$ cat src/include/pcm_pkg.sv
// Package for the loop clock multiplier control block.
// Assumes a byte-wide special-function register port on the core clock.
package pcm_pkg;
    localparam logic [7:0] PCM_ADDR_CONTROL = 8'h89;
    localparam logic [7:0] PCM_ADDR_PREDIV = 8'h8d;
    localparam logic [7:0] PCM_ADDR_MULT = 8'h8e;
    localparam logic [7:0] PCM_ADDR_FILTER = 8'h8f;
    localparam logic [7:0] PCM_RST_CONTROL = 8'h00;
    localparam logic [7:0] PCM_RST_PREDIV = 8'h01;
    localparam logic [7:0] PCM_RST_MULT = 8'h01;
    localparam logic [7:0] PCM_RST_FILTER = 8'h31;
    localparam int PCM_BIT_POWER = 0;
    localparam int PCM_BIT_ENABLE = 1;
    localparam int PCM_BIT_SOURCE = 2;
    localparam int PCM_BIT_RSVD = 3;
    localparam int PCM_BIT_LOCK = 4;
    localparam logic [7:0] PCM_MASK_CONTROL = 8'h0f;
    localparam logic [7:0] PCM_MASK_PREDIV = 8'h1f;
    localparam logic [7:0] PCM_MASK_FILTER = 8'h3f;
    localparam logic [8:0] PCM_PREDIV_ZERO = 9'h020;
    localparam logic [8:0] PCM_MULT_ZERO = 9'h100;
    typedef enum logic [2:0] {
        PCM_OFF = 3'b001,
        PCM_ACQUIRE = 3'b010,
        PCM_LOCKED = 3'b100
    } pcm_state_e;
endpackage : pcm_pkg

$ cat src/design/pcm_ctrl.sv
// Loop clock multiplier control: four byte registers, effective factors, lock flag.
// Assumes the analog loop reports lock on a pin from its own clock domain.
`timescale 1ns/1ps
`default_nettype none
module pcm_ctrl
    import pcm_pkg::*;
(
    input wire logic clk_sys,
    input wire logic rst,
    input wire logic [7:0] sfr_addr,
    input wire logic sfr_wr,
    input wire logic sfr_rd,
    input wire logic [7:0] sfr_wdata,
    output logic [7:0] sfr_rdata,
    input wire logic loop_locked_raw,
    output logic loop_power,
    output logic loop_reset,
    output logic reference_source_select,
    output logic apply_internal_osc_divide,
    output logic [8:0] predivide_factor,
    output logic [8:0] multiply_factor,
    output logic [3:0] filter_range,
    output logic [1:0] oscillator_range
);
    ////////////////////////////////////////////////////////////////////////
    // Registers
    logic [7:0] control_q, control_d;
    logic [7:0] prediv_q, prediv_d;
    logic [7:0] mult_q, mult_d;
    logic [7:0] filter_q, filter_d;
    logic [7:0] rdata_q, rdata_d;
    logic lock_s1_q, lock_s2_q;
    pcm_state_e state_q, state_d;
    logic running;
    logic lock_flag;

    assign running = control_q[PCM_BIT_POWER] & control_q[PCM_BIT_ENABLE];
    assign lock_flag = (state_q == PCM_LOCKED) & running;

    always_comb begin
        control_d = control_q;
        prediv_d = prediv_q;
        mult_d = mult_q;
        filter_d = filter_q;
        if (sfr_wr) begin
            case (sfr_addr)
                PCM_ADDR_CONTROL: control_d = sfr_wdata & PCM_MASK_CONTROL;
                PCM_ADDR_PREDIV: prediv_d = sfr_wdata & PCM_MASK_PREDIV;
                PCM_ADDR_MULT: mult_d = sfr_wdata;
                PCM_ADDR_FILTER: filter_d = sfr_wdata & PCM_MASK_FILTER;
                default: ;
            endcase
        end
        rdata_d = rdata_q;
        if (sfr_rd) begin
            case (sfr_addr)
                PCM_ADDR_CONTROL: begin
                    rdata_d = control_q & PCM_MASK_CONTROL;
                    rdata_d[PCM_BIT_LOCK] = lock_flag;
                end
                PCM_ADDR_PREDIV: rdata_d = prediv_q;
                PCM_ADDR_MULT: rdata_d = mult_q;
                PCM_ADDR_FILTER: rdata_d = filter_q;
                default: rdata_d = 8'h00;
            endcase
        end
    end

    always_ff @(posedge clk_sys) begin
        if (rst) begin
            control_q <= PCM_RST_CONTROL;
            prediv_q <= PCM_RST_PREDIV;
            mult_q <= PCM_RST_MULT;
            filter_q <= PCM_RST_FILTER;
            rdata_q <= 8'h00;
        end else begin
            control_q <= control_d;
            prediv_q <= prediv_d;
            mult_q <= mult_d;
            filter_q <= filter_d;
            rdata_q <= rdata_d;
        end
    end

    ////////////////////////////////////////////////////////////////////////
    // Lock tracking
    always_ff @(posedge clk_sys) begin
        if (rst) begin
            lock_s1_q <= 1'b0;
            lock_s2_q <= 1'b0;
        end else begin
            lock_s1_q <= loop_locked_raw;
            lock_s2_q <= lock_s1_q;
        end
    end

    always_comb begin
        state_d = state_q;
        case (state_q)
            PCM_OFF: if (running) state_d = PCM_ACQUIRE;
            PCM_ACQUIRE: begin
                if (!running) state_d = PCM_OFF;
                else if (lock_s2_q) state_d = PCM_LOCKED;
            end
            PCM_LOCKED: begin
                if (!running) state_d = PCM_OFF;
                else if (!lock_s2_q) state_d = PCM_ACQUIRE;
            end
            default: state_d = PCM_OFF;
        endcase
    end

    always_ff @(posedge clk_sys) begin
        if (rst) begin
            state_q <= PCM_OFF;
        end else begin
            state_q <= state_d;
        end
    end

    ////////////////////////////////////////////////////////////////////////
    // Outputs to the analog loop
    always_comb begin
        loop_power = control_q[PCM_BIT_POWER];
        loop_reset = ~running;
        reference_source_select = control_q[PCM_BIT_SOURCE];
        apply_internal_osc_divide = ~control_q[PCM_BIT_SOURCE];
        predivide_factor = (prediv_q[4:0] == 5'h00) ? PCM_PREDIV_ZERO
                                                    : {4'h0, prediv_q[4:0]};
        multiply_factor = (mult_q == 8'h00) ? PCM_MULT_ZERO : {1'b0, mult_q};
        filter_range = filter_q[3:0];
        oscillator_range = filter_q[5:4];
    end
    assign sfr_rdata = rdata_q;

    ////////////////////////////////////////////////////////////////////////
    // Checks
    property p_lock_off;
        @(posedge clk_sys) disable iff (rst) !running |-> !lock_flag;
    endproperty
    a_lock_off: assert property (p_lock_off) else $error("Lock set while off");
    property p_reset_hold;
        @(posedge clk_sys) disable iff (rst) !control_q[PCM_BIT_ENABLE] |-> loop_reset;
    endproperty
    a_reset_hold: assert property (p_reset_hold) else $error("Loop not held");
    property p_power;
        @(posedge clk_sys) disable iff (rst)
            sfr_wr && sfr_addr == PCM_ADDR_CONTROL |=> loop_power == $past(sfr_wdata[PCM_BIT_POWER]);
    endproperty
    a_power: assert property (p_power) else $error("Power mismatch");
    property p_lock_read;
        @(posedge clk_sys) disable iff (rst)
            sfr_rd && sfr_addr == PCM_ADDR_CONTROL |=> sfr_rdata[PCM_BIT_LOCK] == $past(lock_flag);
    endproperty
    a_lock_read: assert property (p_lock_read) else $error("Lock read wrong");
    property p_source;
        @(posedge clk_sys) disable iff (rst)
            sfr_wr && sfr_addr == PCM_ADDR_CONTROL
            |=> reference_source_select == $past(sfr_wdata[PCM_BIT_SOURCE])
                && apply_internal_osc_divide != reference_source_select;
    endproperty
    a_source: assert property (p_source) else $error("Source select wrong");
    property p_upper_zero;
        @(posedge clk_sys) disable iff (rst)
            sfr_rd && sfr_addr == PCM_ADDR_CONTROL |=> sfr_rdata[7:5] == 3'b000;
    endproperty
    a_upper_zero: assert property (p_upper_zero) else $error("Upper bits set");
    property p_prediv;
        @(posedge clk_sys) disable iff (rst)
            prediv_q[4:0] == 5'h00 |-> predivide_factor == 9'd32;
    endproperty
    a_prediv: assert property (p_prediv) else $error("Divisor zero wrong");
    property p_mult;
        @(posedge clk_sys) disable iff (rst)
            sfr_wr && sfr_addr == PCM_ADDR_MULT && sfr_wdata == 8'h00
            |=> multiply_factor == 9'd256;
    endproperty
    a_mult: assert property (p_mult) else $error("Factor zero wrong");
    property p_lock_rise;
        @(posedge clk_sys) disable iff (rst)
            $rose(lock_flag) |-> $past(running, 2) && running;
    endproperty
    a_lock_rise: assert property (p_lock_rise) else $error("Lock rose early");
endmodule // pcm_ctrl
`default_nettype wire

$ cat config.mk
export PLATFORM = sky130hd
export DESIGN_NAME = pcm_ctrl
export DESIGN_NICKNAME = d
export VERILOG_FILES = /design/src/include/pcm_pkg.sv /design/src/design/pcm_ctrl.sv
export SDC_FILE = /design/constraint.sdc
export NUM_CORES = 1
export LEC_CHECK = 0
export BUFFER_PORTS_ARGS = -buffer_cell sky130_fd_sc_hd__buf_2
export CAP_MARGIN = 20
export CORE_AREA = 2 2 65 67
export DETAILED_ROUTE_END_ITERATION = 16
export DIE_AREA = 0 0 67 69
export HOLD_SLACK_MARGIN = 0.06
export PLACE_DENSITY_LB_ADDON = 0.25
export SETUP_SLACK_MARGIN = 0.5
export SLEW_MARGIN = 25
export SYNTH_ARGS = -nofsm -noshare
export SYNTH_HDL_FRONTEND = slang
export SYNTH_SLANG_ARGS = --single-unit
$ cat constraint.sdc
create_clock -name clk_sys -period 3.4 [get_ports clk_sys]
set_input_delay 0.34 -clock clk_sys [delete_from_list [all_inputs] [get_ports clk_sys]]
set_output_delay 0.34 -clock clk_sys [all_outputs]
set_load 0.01 [all_outputs]
==> flow_metrics.env <==
export IMPL_avgRoutedWirePerCell_um=14.53
export IMPL_hp_class="input pin to register"
export IMPL_hpwlAfterDp_um=2809
export IMPL_fmax_ghz=0.5664
export IMPL_cap_violations=0
export IMPL_crit_path_end_kind="register"
export IMPL_rsz0062_at_grt="no"
export IMPL_grt_usage_pct=17.77
export IMPL_finalCriticalPeriod_ns=1.766
export IMPL_die_y_um=69
export IMPL_path_clk_slew_ns=0.07
export IMPL_ant_nets=0
export IMPL_synthTopCellsByCount="36 x dfxtp_1, 23 x mux2i_1, 19 x clkbuf_1, 18 x nor2_1, 11 x nand3_1"
export IMPL_arrival_ns=1.95
export IMPL_grt_pass1_wl_um=6244
export IMPL_drtPass1Iterations=4
export IMPL_setup_viol_count_final=0
export IMPL_cp_start_kind="input pin"
export IMPL_met2_length_um=1844
export IMPL_synth_main_ff_cell="dfxtp_1"
export IMPL_synthMuxAreaShare_pct=13.68
export IMPL_fin_area_mm2=0.001994
export IMPL_nNetsFinal=241
export IMPL_grt_overflow=0
export IMPL_hold_depth=2
export IMPL_cts_sinks=36
export IMPL_worstReg2RegEnd="sfr_rdata[4]"
export IMPL_cts_resized=0
export IMPL_max_slew_margin_rel_pct=58.50
export IMPL_synth_top_area_share_pct=42.83
export IMPL_synth_compound_area_share_pct=10.93
export IMPL_cts_hold_buf=0
export IMPL_route_met3_wl_um=270
export IMPL_whs_ns=0.2634
export IMPL_hold_path_startpoint="loop_locked_raw"
export IMPL_r2r_cells=3
export IMPL_area_growth_pct=18.51
export IMPL_pre_cts_slack_ns=1.334
export IMPL_drt_iter0_drc=74
export IMPL_cts_tree="built"
export IMPL_top_layer="met4"
export IMPL_ys_types=35
export IMPL_vias_per_cell=5.278
export IMPL_antenna_found_initial=0
export IMPL_syn_inst=183
export IMPL_yosysWarnings=0
export IMPL_gp_congestion=0.7203
export IMPL_route_detailed_drc=0
export IMPL_num_io_pins=57
export IMPL_synth_fa_ha_area_share_pct=0
export IMPL_detailroute_via_count=1425
export IMPL_slew_viol_final=0
export IMPL_core_area_mm2=0.003914
export IMPL_power_density_mw_per_mm2=401.1
export IMPL_placed_area_mm2=0.001898
export IMPL_tritoncts_num_buffers=5
export IMPL_required_ns=3.58
export IMPL_dieArea_mm2=0.004623
export IMPL_worstMarginPinSlew_ns=0.6191
export IMPL_yosysSeqAreaShare_pct=42.83
export IMPL_r2r_setup_slack_ns=1.89
export IMPL_yosysMostFrequentCell="dfxtp_1"
export IMPL_leakagePower_nw=0.8478
export IMPL_insertion_delay_ns=0.29
export IMPL_irDropWorstVdd_mv=0.2371
export IMPL_crit_fanout=7
export IMPL_postCtsSetupRepairBufs=0
export IMPL_fin_ws_ns=1.634
export IMPL_synth_top_family_by_area="simple AND/OR/NAND/NOR gates"
export IMPL_outcome="completed"
export IMPL_route_layer_met1_wl_um=1746
export IMPL_ys_seq_elements=36
export IMPL_period_share_pct=51.93
export IMPL_holdPathEnd="lock_s1_q"
export IMPL_synth_edf_count=0
export IMPL_die_w_um=67
export IMPL_ctsLongestPathBuffers=2
export IMPL_synth_top_area_cell="dfxtp_1"
export IMPL_grt_max_degree=33
export IMPL_root_buffer="clkbuf_8"
export IMPL_synthSimpleGateAreaFrac_pct=23.79
export IMPL_numPortBuffers=53
export IMPL_num_antenna_cells=0
export IMPL_synth_xor_area_share_pct=0.5204
export IMPL_skew_ns=0.001554
export IMPL_worstSetupPathType="input pin to register"
export IMPL_wl_um=3923
export IMPL_tns_ns=0
export IMPL_syn_avg_cell_area_um2=9.196
export IMPL_cts_htree_levels=2
export IMPL_grt_pass1_vias=1283
export IMPL_r2r_start="state_q[0]"
export IMPL_layout_drive_gt1_share_pct=31.36
export IMPL_async_flop_share_pct=0
export IMPL_synth_area_mm2=0.001683
export IMPL_hold_viol_final=0
export IMPL_num_rows=23
export IMPL_start_util_pct=43.00
export IMPL_synthTopCellsByArea="dfxtp_1 43%, mux2i_1 14%, clkbuf_1 4.2%"
==> cell type report <==
class | count | area (um^2)
clock buffer | 7 | 96.34
tap | 50 | 62.56
timing repair buffer | 53 | 265.3
inverter | 4 | 15.01
sequential | 36 | 720.7
multi-input combinational | 120 | 834.6
fill | 399 | 1919
==> logic make-up after synthesis <==
| group | after synthesis |
|---|---|
| compound gates | 27 |
| xor+xnor | 1 |
| mux | 23 |
| other cells | 1 |
| flops | 36 |
| buf+inv | 29 |
| simple gates | 66 |
==> worst max path at each step <==
| stage | cells past startpoint | from | slack [ns] | end |
|---|---|---|---|---|
| 2_1_floorplan | 6 | sfr_addr[5] | 1.49 | mult_q[0] |
| 3_3_place_gp | 5 | sfr_addr[5] | 1.37 | prediv_q[0] |
| 3_5_place_dp | 5 | sfr_addr[5] | 1.33 | prediv_q[0] |
| 4_1_cts | 5 | sfr_addr[5] | 1.64 | prediv_q[0] |
| 5_1_grt | 5 | sfr_addr[5] | 1.55 | mult_q[3] |
| 6_report | 5 | sfr_addr[5] | 1.63 | prediv_q[0] |
==> routing by layer <==
layer / vias up / global-route usage (%)
met5: - / 0
met4: 0 / 7.256
met3: 9 / 4.405
met2: 52 / 26.18
met1: 663 / 24.56
li1: 701 / -
==> registers in the layout, summed over array words and instances, names as in the netlist <==
name,flops
lock_s2_q,1
control_q,4
prediv_q,5
filter_q,6
mult_q,8
sfr_rdata,8
lock_s1_q,1
state_q,3
==> placed cells by master (no fill, tap or decap), types with 2 or more instances in the layout <==
cell type,instances
nor3_1,3
inv_1,4
nand2_1,10
dfxtp_1,36
buf_2,53
a22o_1,5
nor2b_1,6
nor4_4,2
nor2_1,18
conb_1,3
clkbuf_8,7
nand3_1,11
a211o_1,4
nand2b_1,3
a21oi_1,10
mux2i_1,23
or4_1,3
o22ai_1,4
==> worst max-delay path, stage by stage <==
cell	delay, ns
buf_2	0.09
or4b_4	0.62
nor4_4	0.52
nor2b_1	0.10
a211o_1	0.27
==> power breakdown <==
group | switching (W) | internal, W | total [W]
Clock | 0.000144 | 0.000180 | 0.000324
Combinational | 0.0000339 | 0.0000180 | 0.0000519
Sequential | 0.000000682 | 0.000423 | 0.000424
Total | 0.000179 | 0.000621 | 0.000800
==> stage by stage <==
stage | utilization [%] | total power, W | cells
final | 50.96 | 0.0008000 | 270
after global routing | 50.96 | 0.0008316 | 270
after CTS | 50.96 | 0.0008095 | 270
after detailed placement | 48.50 | 0.0004851 | 263
after global placement | 48.50 | 0.0004850 | 263
after floorplan | - | 0.0004666 | 185
No activity file was read; power rests on OpenSTA's default activity.
